[config.mk]
export PLATFORM = sky130hd
export DESIGN_NAME = rf_frontend_timer3
export DESIGN_NICKNAME = d
export VERILOG_FILES = /design/src/rtl/timer3_pkg.sv /design/src/rtl/rf_frontend_timer3.sv /design/src/rtl/edge_sync.sv /design/src/rtl/tick_source.sv
export VERILOG_INCLUDE_DIRS = /design/src /design/src/rtl
export SDC_FILE = /design/constraint.sdc
export NUM_CORES = 1
export LEC_CHECK = 0
export BUFFER_PORTS_ARGS = -buffer_cell sky130_fd_sc_hd__buf_2
export CAP_MARGIN = 40
export CORE_ASPECT_RATIO = 1.4
export CORE_MARGIN = 2
export CORE_UTILIZATION = 55
export CTS_CLUSTER_DIAMETER = 60
export DETAILED_ROUTE_END_ITERATION = 10
export MAX_ROUTING_LAYER = met4
export PLACE_DENSITY = 0.75
export SKIP_LAST_GASP = 1
export SYNTH_ARGS = -nofsm -noshare
export SYNTH_HDL_FRONTEND = slang
export SYNTH_SLANG_ARGS = --single-unit
[constraint.sdc]
create_clock -name clk_sys -period 5.3 [get_ports clk_sys]
set_input_delay 0.265 -clock clk_sys [delete_from_list [all_inputs] [get_ports clk_sys]]
set_output_delay 0.265 -clock clk_sys [all_outputs]
set_load 0.1 [all_outputs]
[src/rtl/timer3_defines.svh]
// Register addresses, field positions, reset values and timing counts of timer three
`ifndef TIMER3_DEFINES_SVH
`define TIMER3_DEFINES_SVH

// Byte register addresses
`define CTRL_ADDR 8'h1E
`define RELOAD_HI_ADDR 8'h1F
`define RELOAD_LO_ADDR 8'h20
`define COUNT_HI_ADDR 8'h21
`define COUNT_LO_ADDR 8'h22

// Control register fields
`define STOP_RX_BIT 7
`define START_MSB 5
`define START_LSB 4
`define AUTO_RELOAD_BIT 3
`define TICK_SRC_MSB 1
`define TICK_SRC_LSB 0
`define CTRL_WRITE_MASK 8'hBB

// Reset values
`define CTRL_RESET 8'h00
`define RELOAD_RESET 16'h0000
`define COUNT_RESET 16'h0000
`define BYTE_ZERO 8'h00
`define COUNT_ZERO 16'h0000
`define COUNT_ONE 16'h0001

// Slow tick rate derived from the system clock rate
`define SYS_CLK_HZ 13560000
`define SLOW_TICK_HZ 211875
`define PRESCALE_DIV (`SYS_CLK_HZ / `SLOW_TICK_HZ)
`define PRESCALE_LAST 6'h3F
`define PRESCALE_ZERO 6'h00

// Received bits after which a frame may halt the timer
`define RX_STOP_BITS 3'h4
`define RX_COUNT_ZERO 3'h0
`define RX_COUNT_ONE 3'h1

`endif

[src/rtl/timer3_pkg.sv]
// Types shared by the timer three design files
package timer3_pkg;

  typedef enum logic [1:0] {
    START_MANUAL = 2'h0,
    START_AFTER_TX = 2'h1,
    START_TRIM_HOLD = 2'h2,
    START_TRIM_WRAP = 2'h3
  } start_mode_t;

  typedef enum logic [1:0] {
    TICK_SYSTEM = 2'h0,
    TICK_SLOW = 2'h1,
    TICK_SIBLING0 = 2'h2,
    TICK_SIBLING1 = 2'h3
  } tick_src_t;

  typedef enum {
    IDLE,
    TRIM_ARMED,
    COUNTING
  } timer_state_t;

endpackage : timer3_pkg

[src/rtl/rf_frontend_timer3.sv]
// Timer three: 16-bit down counter with byte registers, start modes and stop on receive
`timescale 1ns/10ps
`include "timer3_defines.svh"
// Overview of operation
// With stop-on-receive set, the timer halts once four frame bits arrive.
// In either trimming mode, reception never halts the timer.
// Start mode 00b: the timer starts only on an explicit start.
// Start mode 01b: the timer starts when a transmission ends.
// Start mode 10b: trim run between oscillator rising edges, no underflow.
// Start mode 11b: trim run between oscillator rising edges, underflow allowed.
// Auto-reload set: at underflow, reload from the reload word and continue.
// Auto-reload clear: count down to zero, then stop with no reload.
// Every underflow sets the underflow interrupt request flag.
// Tick source 00b: count on every system clock.
// Tick source 01b: count at the system clock divided by 64.
// Tick source 10b: count once per first sibling counter underflow.
// Tick source 11b: count once per second sibling counter underflow.
// Each start loads the counter with the 16-bit reload word.
// Reload byte writes do not disturb a running countdown.
// The live count reads back as high and low read-only bytes.
// Software must not read the count bytes during reception.
// Control: stop-on-receive b7, start mode b5:4, auto-reload b3, tick b1:0.
// Running, count drops by one per tick; underflow when leaving zero.
module rf_frontend_timer3 (
  // Clock and reset
  input wire logic clk_sys,
  input wire logic rst_n,
  // Byte register port
  input wire logic [7:0] regAddr,
  input wire logic regWrite,
  input wire logic [7:0] regWrData,
  input wire logic regRead,
  output logic [7:0] regRdData,
  // Explicit start and stop commands
  input wire logic startNow,
  input wire logic stopNow,
  // Transceiver events
  input wire logic txEnd,
  input wire logic rxActive,
  input wire logic rxBitStrobe,
  // Slow oscillator pin used for trimming
  input wire logic slowOscIn,
  // Cascade underflows of the sibling counters
  input wire logic sibling0Underflow,
  input wire logic sibling1Underflow,
  // Status and events
  output logic timerRunning,
  output logic underflowPulse,
  output logic underflowIrqSet
);

  // Control fields
  logic stopOnReceive;
  timer3_pkg::start_mode_t startModeSel;
  logic autoReloadEn;
  timer3_pkg::tick_src_t tickSourceSel;

  // Reload word and live count
  logic [7:0] reloadHighByte;
  logic [7:0] reloadLowByte;
  logic [15:0] reloadWord;
  logic [15:0] count;

  // Sequencing
  timer3_pkg::timer_state_t state;
  timer3_pkg::timer_state_t next_state;
  logic [2:0] rxBitCount;
  logic slowEdge;
  logic tick;
  logic trimMode;
  logic startEvent;
  logic rxHalt;
  logic atZero;
  logic underflowEvent;
  logic stopAtUnderflow;
  logic [7:0] next_rdData;

  // Reserved control bits read back as zero
  function automatic logic [7:0] control_image(
    input logic stopRx,
    input timer3_pkg::start_mode_t mode,
    input logic autoRel,
    input timer3_pkg::tick_src_t src
  );
    logic [7:0] img;
    img = `BYTE_ZERO;
    img[`STOP_RX_BIT] = stopRx;
    img[`START_MSB:`START_LSB] = mode;
    img[`AUTO_RELOAD_BIT] = autoRel;
    img[`TICK_SRC_MSB:`TICK_SRC_LSB] = src;
    return img & `CTRL_WRITE_MASK;
  endfunction : control_image

  function automatic logic is_write(
    input logic wr,
    input logic [7:0] addr,
    input logic [7:0] target
  );
    return wr && (addr == target);
  endfunction : is_write

  edge_sync slow_osc_sync (
    .clk_sys(clk_sys),
    .rst_n(rst_n),
    .pinIn(slowOscIn),
    .risePulse(slowEdge)
  );

  tick_source tick_gen (
    .clk_sys(clk_sys),
    .rst_n(rst_n),
    .tickSel(tickSourceSel),
    .sibling0Underflow(sibling0Underflow),
    .sibling1Underflow(sibling1Underflow),
    .tick(tick)
  );

  // Control register writes
  always_ff @(posedge clk_sys or negedge rst_n) begin
    if (!rst_n) begin
      stopOnReceive <= 1'b0;
      startModeSel <= timer3_pkg::START_MANUAL;
      autoReloadEn <= 1'b0;
      tickSourceSel <= timer3_pkg::TICK_SYSTEM;
    end else if (is_write(regWrite, regAddr, `CTRL_ADDR)) begin
      stopOnReceive <= regWrData[`STOP_RX_BIT];
      startModeSel <= timer3_pkg::start_mode_t'(regWrData[`START_MSB:`START_LSB]);
      autoReloadEn <= regWrData[`AUTO_RELOAD_BIT];
      tickSourceSel <= timer3_pkg::tick_src_t'(regWrData[`TICK_SRC_MSB:`TICK_SRC_LSB]);
    end
  end

  // Reload bytes only feed the counter at a start or an auto-reload underflow, so writes never touch a running count
  always_ff @(posedge clk_sys or negedge rst_n) begin
    if (!rst_n) begin
      reloadHighByte <= `BYTE_ZERO;
    end else if (is_write(regWrite, regAddr, `RELOAD_HI_ADDR)) begin
      reloadHighByte <= regWrData;
    end
  end

  always_ff @(posedge clk_sys or negedge rst_n) begin
    if (!rst_n) begin
      reloadLowByte <= `BYTE_ZERO;
    end else if (is_write(regWrite, regAddr, `RELOAD_LO_ADDR)) begin
      reloadLowByte <= regWrData;
    end
  end

  assign reloadWord = {reloadHighByte, reloadLowByte};

  assign trimMode = (startModeSel == timer3_pkg::START_TRIM_HOLD) ||
                    (startModeSel == timer3_pkg::START_TRIM_WRAP);

  // Received-bit count within the current frame; cleared between frames
  always_ff @(posedge clk_sys or negedge rst_n) begin
    if (!rst_n) begin
      rxBitCount <= `RX_COUNT_ZERO;
    end else if (!rxActive) begin
      rxBitCount <= `RX_COUNT_ZERO;
    end else if (rxBitStrobe && (rxBitCount != `RX_STOP_BITS)) begin
      rxBitCount <= rxBitCount + `RX_COUNT_ONE;
    end
  end

  // Halt once, on the strobe that completes the fourth bit
  assign rxHalt = stopOnReceive && !trimMode &&
                  rxActive && rxBitStrobe &&
                  (rxBitCount == (`RX_STOP_BITS - `RX_COUNT_ONE));

  // Start sources by mode; trimming starts on an oscillator edge after arming
  always_comb begin
    unique case (startModeSel)
      timer3_pkg::START_MANUAL: startEvent = startNow;
      timer3_pkg::START_AFTER_TX: startEvent = startNow || txEnd;
      timer3_pkg::START_TRIM_HOLD: startEvent = (state == timer3_pkg::TRIM_ARMED) && slowEdge;
      timer3_pkg::START_TRIM_WRAP: startEvent = (state == timer3_pkg::TRIM_ARMED) && slowEdge;
    endcase
  end

  assign atZero = (count == `COUNT_ZERO);

  // Trim without underflow holds at zero instead of passing through it
  assign underflowEvent = (state == timer3_pkg::COUNTING) && tick && atZero &&
                          (startModeSel != timer3_pkg::START_TRIM_HOLD);

  assign stopAtUnderflow = underflowEvent && !autoReloadEn;

  // Sequencing of the run state
  always_comb begin
    next_state = state;
    unique case (state)
      timer3_pkg::IDLE: begin
        if (trimMode && startNow) begin
          next_state = timer3_pkg::TRIM_ARMED;
        end else if (!trimMode && startEvent) begin
          next_state = timer3_pkg::COUNTING;
        end
      end
      timer3_pkg::TRIM_ARMED: begin
        if (stopNow || !trimMode) begin
          next_state = timer3_pkg::IDLE;
        end else if (startEvent) begin
          next_state = timer3_pkg::COUNTING;
        end
      end
      timer3_pkg::COUNTING: begin
        // A restart in the underflow cycle wins, as the counter reloads then too
        if (stopNow || rxHalt) begin
          next_state = timer3_pkg::IDLE;
        end else if (!trimMode && startEvent) begin
          next_state = timer3_pkg::COUNTING;
        end else if (stopAtUnderflow) begin
          next_state = timer3_pkg::IDLE;
        end else if (trimMode && slowEdge) begin
          next_state = timer3_pkg::IDLE;
        end
      end
    endcase
  end

  always_ff @(posedge clk_sys or negedge rst_n) begin
    if (!rst_n) begin
      state <= timer3_pkg::IDLE;
    end else begin
      state <= next_state;
    end
  end

  // Counter: a start reloads, ticks decrement, underflow reloads when auto-reload is set
  always_ff @(posedge clk_sys or negedge rst_n) begin
    if (!rst_n) begin
      count <= `COUNT_RESET;
    end else if (startEvent && (state != timer3_pkg::IDLE || !trimMode) &&
                 !(state == timer3_pkg::COUNTING && trimMode)) begin
      count <= reloadWord;
    end else if (state == timer3_pkg::COUNTING && tick && !rxHalt && !stopNow) begin
      if (underflowEvent && autoReloadEn) begin
        count <= reloadWord;
      end else if (!atZero) begin
        count <= count - `COUNT_ONE;
      end
    end
  end

  // Cascade output and interrupt request set, one cycle per underflow
  always_ff @(posedge clk_sys or negedge rst_n) begin
    if (!rst_n) begin
      underflowPulse <= 1'b0;
      underflowIrqSet <= 1'b0;
    end else begin
      underflowPulse <= underflowEvent && !rxHalt && !stopNow;
      underflowIrqSet <= underflowEvent && !rxHalt && !stopNow;
    end
  end

  assign timerRunning = (state == timer3_pkg::COUNTING);

  // Register read data; count bytes are sampled live, so a read mid-count is not atomic
  always_comb begin
    next_rdData = `BYTE_ZERO;
    unique case (regAddr)
      `CTRL_ADDR: next_rdData = control_image(stopOnReceive, startModeSel,
                                              autoReloadEn, tickSourceSel);
      `RELOAD_HI_ADDR: next_rdData = reloadHighByte;
      `RELOAD_LO_ADDR: next_rdData = reloadLowByte;
      `COUNT_HI_ADDR: next_rdData = count[15:8];
      `COUNT_LO_ADDR: next_rdData = count[7:0];
      default: next_rdData = `BYTE_ZERO;
    endcase
  end

  always_ff @(posedge clk_sys or negedge rst_n) begin
    if (!rst_n) begin
      regRdData <= `BYTE_ZERO;
    end else if (regRead) begin
      regRdData <= next_rdData;
    end
  end

endmodule : rf_frontend_timer3

[src/rtl/edge_sync.sv]
// Two-flop synchroniser with rising-edge pulse for an asynchronous pin
`timescale 1ns/10ps
module edge_sync (
  // Clock and reset
  input wire logic clk_sys,
  input wire logic rst_n,
  // Pin and edge pulse
  input wire logic pinIn,
  output logic risePulse
);

  logic meta;
  logic stable;
  logic stableLast;

  always_ff @(posedge clk_sys or negedge rst_n) begin
    if (!rst_n) begin
      meta <= 1'b0;
      stable <= 1'b0;
    end else begin
      meta <= pinIn;
      stable <= meta;
    end
  end

  // Edge taken from the second stage only, never the metastable one
  always_ff @(posedge clk_sys or negedge rst_n) begin
    if (!rst_n) begin
      stableLast <= 1'b0;
    end else begin
      stableLast <= stable;
    end
  end

  assign risePulse = stable & ~stableLast;

endmodule : edge_sync

[src/rtl/tick_source.sv]
// Tick selection: system clock, divide-by-64 slow tick, or a sibling counter underflow
`timescale 1ns/10ps
`include "timer3_defines.svh"
module tick_source (
  // Clock and reset
  input wire logic clk_sys,
  input wire logic rst_n,
  // Selection and cascade inputs
  input wire timer3_pkg::tick_src_t tickSel,
  input wire logic sibling0Underflow,
  input wire logic sibling1Underflow,
  // Selected tick
  output logic tick
);

  logic [5:0] prescale;
  logic slowTick;

  // Free-running so that the slow tick rate does not depend on when the timer starts
  always_ff @(posedge clk_sys or negedge rst_n) begin
    if (!rst_n) begin
      prescale <= `PRESCALE_ZERO;
    end else begin
      prescale <= prescale + 6'h01;
    end
  end

  assign slowTick = (prescale == `PRESCALE_LAST);

  always_comb begin
    unique case (tickSel)
      timer3_pkg::TICK_SYSTEM: tick = 1'b1;
      timer3_pkg::TICK_SLOW: tick = slowTick;
      timer3_pkg::TICK_SIBLING0: tick = sibling0Underflow;
      timer3_pkg::TICK_SIBLING1: tick = sibling1Underflow;
    endcase
  end

endmodule : tick_source

==> results of run 1 <==
==> cell families after synthesis <==
group	Yosys count	synth area share
AND/OR/NAND/NOR	99	0.1612
AO/OA/AOI/OAI	87	0.1881
flip-flops	61	0.4552
multiplexers	32	0.1037
buffers and inverters	30	0.04514
adder cells (fa/ha/maj)	9	0.03358
XOR/XNOR	5	0.01306
==> stage by stage <==
stage	instances	hold slack [ns]
final	438	0.03041
after detailed placement	423	0.3363
after floorplan	323	-0.03059
after global placement	420	0.3346
after global routing	438	0.02658
after CTS	438	0.01899
==> final timing paths <==
path / start / to / cells past startpoint
setup / recovery: count[11] / count[12] / 6
max in group asynchronous: rst_n / count[7] / 2
hold / removal: slowOscIn / slow_osc_sync.meta / 1
setup reg to reg: count[11] / count[12] / 6
min in group asynchronous: rst_n / reloadLowByte[6] / 2
hold reg to reg: slow_osc_sync.meta / slow_osc_sync.stable / 0
==> sequential cells by signal (all words and copies together), names as in the netlist <==
signal	count
count	16
slow_osc_sync.stableLast	1
tickSourceSel	2
underflowIrqSet	1
tick_gen.prescale	6
regRdData	8
startModeSel	2
rxBitCount	3
state	2
autoReloadEn	1
reloadHighByte	8
reloadLowByte	8
stopOnReceive	1
slow_osc_sync.stable	1
slow_osc_sync.meta	1
==> power by group <==
group          internal [mW]  switching (mW)  total, mW  leakage (nW)
combinational          0.114           0.210      0.324         0.796
clock                  0.179           0.169      0.348        0.0833
sequential             0.512          0.0710      0.583         0.795
total                  0.805           0.450       1.26          1.67
==> critical path: cells and delay by family, from the launching register on <==
kind / cells / cell delay, ns
flops: 1 / 0.47
simple gates: 2 / 0.96
compound gates: 4 / 1.15
==> per-layer routing <==
layer  part of all wire  track usage  vias to the layer above
met2               0.51       0.4635                      106
met3              0.048      0.05083                       30
met1               0.40       0.3223                     1355
li1                   -            -                     1291
met4              0.039       0.1474                        0
met5                  0            -                        -
==> final cells by class <==
cell class              count  area, um^2  area share
inverters                  18       67.56     0.01811
flip-flops and latches     61        1526      0.4091
clock inverters             2       10.01    0.002683
repair buffers             42       215.2     0.05768
clock buffers              13       148.9     0.03991
well taps                  70       87.58     0.02347
multi-input cells         232        1675      0.4490
==> synthesized netlist by cell type (all sizes together), types with 2 or more instances <==
cell type / number
inv: 18
nand2: 23
and4: 2
and3: 3
clkbuf: 5
dfrtp: 61
nand4: 3
a22oi: 14
a21oi: 17
a21o: 2
and2: 7
nor4: 7
mux2i: 10
or4: 2
a222oi: 6
mux2: 22
xnor2: 3
o2bb2ai: 4
nor2: 19
o22ai: 2
a31oi: 7
nand3: 10
nor2b: 6
a41oi: 3
buf: 7
o22a: 2
xor2: 2
ha: 9
nor3b: 4
o21ai: 18
nor3: 8
o211ai: 2
==> summary.md, run 1 <==
| Metric | Value |
|---|---|
| Syn nets | 360 |
| Synthesized area | between 0.003 and 0.004 mm^2 |
| Syn Inst Count | 323 |
| PD cells | around 340 mW/mm^2 |
| Worst Hold Class | in -> reg |
| Crit-path cells | nor4_1 -> nand4_1 -> a21oi_1 -> o31a_2 -> a21oi_1 -> o2bb2a_1 |
| Clock skew | between 0.007 and 0.008 ns |
| Async SR Flop Fraction | 1.000 |
| Worst rel slew slack | 0.4836 |
| RSZ-0062 raised after global routing | false |
| Vias in the first global route | roughly 2,700 |
| Critical-path top delay cell | nor4_1 |
| Synth warnings | 0 |
| PortBufs | 38 |
| Die Ht | about 96 um |
| Final setup vio count | 0 |
| Row count | 33 |
| Layout Area Growth over Synthesis | 11.27% |
| Area share of the largest cell type after synthesis | 0.4552 |
| # diodes | 0 |
| Placed Instance Area | 0.003572 mm^2 |
| Dpl ws | about 2.7 ns |
| GPL Wtd Cong | between 0.9 and 1 |
| Final design utilization | 0.6364 |
| LEAKAGE | approximately 1.7 nW |
| Core ar. | 0.005863 mm^2 |
| Post-CTS setup buffer count | 0 |
| Avg Cell Area, Syn | 10.38 um^2 |
| Slew Limit Fails | 0 |
| Initial antenna violation count | 0 |
| DR vias | about 2,800 |
| Clock transition at path regs | ~0.07 ns |
| Power Total | between 1 and 1.5 mW |
| Fin crit period | ~2.7 ns |
| Routed wire per std cell | around 19 um |
| Clk sinks | 61 |
| # Max-Cap Violations | 0 |
| Register bit total from synthesis | between 60 and 70 |
| 1st-iter DRT viols | just over 300 |
| Cell taking the most area after synthesis | dfrtp_1 |
| Post-CTS sizing | 0 |
| Fin worst setup slack | roughly 2.6 ns |
| DRC | 0 |
| Run status | finished clean |
| HPWL Detailed | 6020 um |
| Most frequent cells in the layout | dfrtp_1 (61), buf_2 (40), nand2_1 (23), mux2_2 (22), nor2_1 (19) |
| CP max FO | 12 |
| CP arrival | just under 3 ns |
| Die width | roughly 70 um |
| Most used DFF post-synth | dfrtp_1 |
| Worst path required time | about 5.5 ns |
| Sequential element share of the synthesized area | 0.4552 |
| Max incr delay on CP | 0.63 ns |
| Global-route wire length before repair | ~14,000 um |
| Final nets | around 400 |
| Gr ovfl total | 0 |
| Hold bufs inserted after CTS | 0 |
| Proportion of layout cells with a drive suffix above 1 | 0.2337 |
| Critical path type | reg -> reg |
| Max Clock Freq | 368.7 MHz |
| VDD IR-drop max | 0.3440 mV |
| Die area | approximately 0.0067 mm^2 |
| Antenna Violating Nets Remaining | 0 |
| Final Hold Fails | 0 |
| Number of flops mapped to enable cells by yosys | 0 |
| Commonest non-fill, non-tap cell in the layout | dfrtp_1 |
| Largest net degree at the start of global routing | slightly above 60 |
| Synth top area cells | dfrtp_1 (46%), mux2_2 (7.4%), ha_1 (3.4%) |
| # H-tree levels | 3 |
| Root buffer cell | clkbuf_8 |
| TritonRoute pass-1 iters | 5 |
| # fillers | 492 |
| Routed WL | between 8000 and 9000 um |
| CP Capture Type | flip-flop |
| Most used cell, CP | a21oi_1 |
| Final cycle utilization of the critical path | 0.5118 |
| Tightest Pin Transition | 0.7730 ns |
| Clock Tree Buf Depth | 2 |
| Worst-Skew Late Latency | around 0.34 ns |
| Setup TNS Final | 0 ns |
| Post-synth cell types | 55 |
| Vias per cell | between 6 and 7 |
| R2R setup slack | between 2 and 3 ns |
| Design Area, Final | 0.003731 mm^2 |
| Initial Util | 0.5719 |
| Startpoint Class | flip-flop |
| Total Routing Usage GR | 0.2778 |
| Top Ports | 39 |
| Num CTS Buffers | 9 |
| CTS tree | built |
Power figures use the tool's default switching activity.
==> inputs of run 2 (changes only) <==
--- a/config.mk
+++ b/config.mk
@@ -10,7 +10,7 @@
 export CAP_MARGIN = 40
 export CORE_ASPECT_RATIO = 1.4
 export CORE_MARGIN = 2
-export CORE_UTILIZATION = 55
+export CORE_UTILIZATION = 53
 export CTS_CLUSTER_DIAMETER = 60
 export DETAILED_ROUTE_END_ITERATION = 10
 export MAX_ROUTING_LAYER = met4
==> constraint.sdc (replaced) <==
create_clock -name clk_sys -period 2.4 [get_ports clk_sys]
set_input_delay 0.12 -clock clk_sys [delete_from_list [all_inputs] [get_ports clk_sys]]
set_output_delay 0.12 -clock clk_sys [all_outputs]
set_load 0.1 [all_outputs]
==> run 2 against run 1 <==
Net effect:
- sequential cell count unchanged
- maximum frequency up 21%
- total power up 120%
- clock power up 120%
- worst hold slack better by 0.0016 ns
- global-route usage down 0.88 points
- combinational power up 140%
- sequential power up 120%
- register-to-register slack worse by 2.4 ns
- non-clock buffer count up 16
- routed wire length up 2.1%
==> summary.md, run 2 (same netlist as run 1, synthesis figures left out) <==
| Metric | Value |
|---|---|
| Row count | 34 (was 33) |
| Total Routing Usage GR | 0.2690 (was 0.2778) |
| Vias per cell | 6.191 (was 6.352) |
| Top reg by flops | count (unchanged) |
| CP arrival | 2.46 ns (was 2.93 ns) |
| Max reg flops | 16 (unchanged) |
| Die Ht | 98.12 um (was 96.39 um) |
| # Max-Cap Violations | 0 (unchanged) |
| CTS tree | built (unchanged) |
| Wire length on met2 | 4560 um (was 4273 um) |
| Final setup vio count | 0 (unchanged) |
| # diodes | 0 (unchanged) |
| Final nets | 417 (was 401) |
| Post-Layout Cell Count | 456 (was 438) |
| Clock skew | 0.008323 ns (was 0.007270 ns) |
| Placed cells | 435 (was 423) |
| Final design utilization | 0.6292 (was 0.6364) |
| Worst hold start | regWrData[2] (was slowOscIn) |
| LEAKAGE | 1.754 nW (was 1.673 nW) |
| CP max FO | 11 (was 12) |
| Critical path type | reg -> reg (unchanged) |
| Worst Hold Class | in -> reg (unchanged) |
| Final Hold Fails | 0 (unchanged) |
| Run status | finished clean (unchanged) |
| 1st-iter DRT viols | 246 (was 302) |
| Root buffer cell | clkbuf_8 (unchanged) |
| Tightest Pin Transition | 0.6707 ns (was 0.7730 ns) |
| PortBufs | 38 (unchanged) |
| PD cells | 724.1 mW/mm^2 (was 336.5 mW/mm^2) |
| Largest net degree at the start of global routing | 34 (was 62) |
| HPWL Detailed | 6296 um (was 6020 um) |
| RR Startpoint | count[12] (was count[11]) |
| Commonest non-fill, non-tap cell in the layout | dfrtp_1 (unchanged) |
| Final cycle utilization of the critical path | 0.9323 (was 0.5118) |
| Worst-Skew Late Latency | 0.33 ns (was 0.34 ns) |
| GPL Wtd Cong | 0.9439 (was 0.9297) |
| Vias in the first global route | 2,852 (was 2,724) |
| Setup TNS Final | 0 ns (unchanged) |
| Metal-1 WL | 3213 um (was 3339 um) |
| Placed Instance Area | 0.003670 mm^2 (was 0.003572 mm^2) |
| Antenna Violating Nets Remaining | 0 (unchanged) |
| Worst rel slew slack | 0.5529 (was 0.4836) |
| # H-tree levels | 3 (unchanged) |
| Die width | 71.23 um (was 69.99 um) |
| Core ar. | 0.006168 mm^2 (was 0.005863 mm^2) |
| DRC | 0 (unchanged) |
| Proportion of layout cells with a drive suffix above 1 | 0.2656 (was 0.2337) |
| CP Capture Type | flip-flop (unchanged) |
| DR top layer | met4 (unchanged) |
| Max Clock Freq | 446.9 MHz (was 368.7 MHz) |
| Routed WL | 8512 um (was 8336 um) |
| DR vias | 2,823 (was 2,782) |
| TritonRoute pass-1 iters | 6 (was 5) |
| Clk sinks | 61 (unchanged) |
| Initial Util | 0.5436 (was 0.5719) |
| Design Area, Final | 0.003881 mm^2 (was 0.003731 mm^2) |
| Clock transition at path regs | 0.07 ns (about the same) |
| Fin crit period | 2.237 ns (was 2.712 ns) |
| Worst setup path startpoint | count[12] (was count[11]) |
| Global-route wire length before repair | 13,940 um (was 13,810 um) |
| Met3 WL | 436 um (was 398 um) |
| Num CTS Buffers | 9 (unchanged) |
| # fillers | 538 (was 492) |
| Initial antenna violation count | 0 (unchanged) |
| Layout Area Growth over Synthesis | 15.75% (was 11.27%) |
| VDD IR-drop max | 0.7240 mV (was 0.3440 mV) |
| Top Ports | 39 (unchanged) |
| Gr ovfl total | 0 (unchanged) |
| Die area | 0.006988 mm^2 (was 0.006746 mm^2) |
| Routed wire per std cell | 18.67 um (was 19.03 um) |
| Startpoint Class | flip-flop (unchanged) |
| Worst path required time | 2.62 ns (was 5.52 ns) |
| Most frequent cells in the layout | dfrtp_1 (61), buf_2 (38), nand2_1 (22), mux2_2 (22), nor2_1 (19) (was dfrtp_1 (61), buf_2 (40), nand2_1 (23), mux2_2 (22), nor2_1 (19)) |
| Slew Limit Fails | 0 (unchanged) |
| Clock Tree Buf Depth | 2 (unchanged) |
-- run 2: report_power, final --
group | total [mW] | switching (mW) | internal (mW)
clock | 0.761 | 0.367 | 0.395
combinational | 0.781 | 0.490 | 0.291
sequential | 1.27 | 0.136 | 1.13
total | 2.81 | 0.992 | 1.82
-- run 2: layout make-up --
type,instances,area [um^2],area share
multi-input cells,232,1680,0.4329
flip-flops and latches,61,1526,0.3933
repair buffers,58,357.8,0.09220
clock buffers,13,148.9,0.03836
well taps,72,90.09,0.02321
inverters,18,67.56,0.01741
clock inverters,2,10.01,0.002579
-- run 2: per-layer routing --
layer,track usage,up-vias
met1,0.3040,1373
met5,-,-
li1,-,1318
met4,0.1161,0
met2,0.4430,108
met3,0.07224,24
-- run 2: worst paths after layout --
check                           cells past startpoint                   end  slack (ns)
max in group asynchronous                           3     reloadHighByte[3]        1.43
worst max register to register                      7             count[11]        0.16
min in group asynchronous                           2      reloadLowByte[2]        0.36
worst min register to register                      0  slow_osc_sync.stable        0.35
worst max-delay path                                7             count[11]        0.16
worst min-delay path                                2      reloadLowByte[2]        0.03
-- run 2: critical path, stage by stage, from the launching register on --
cell     delay (ns)
dfrtp_1        0.44
nor4_1         0.44
nand4_1        0.25
a21oi_1        0.37
o31a_2         0.21
buf_4          0.20
a21oi_2        0.04
o22a_1         0.18
-- run 2: timing repair --
action,4_1_cts,5_1_grt
buffers inserted,0,4
resized for setup,0,1
endpoints found under the setup margin,0,3
hold buffers,2,0
endpoints found under the hold margin,29,0
-- run 2: through the flow --
stage / hold slack (ns) / power [mW] / worst slack, ns
2_1_floorplan: -0.1756 / 1.830 / 0.07221
3_3_place_gp: 0.1826 / 2.035 / 0.2214
3_5_place_dp: 0.1911 / 2.049 / 0.1976
4_1_cts: 0.02771 / 2.809 / 0.1756
5_1_grt: 0.02193 / 2.969 / -0.0002740
6_report: 0.03205 / 2.810 / 0.1625
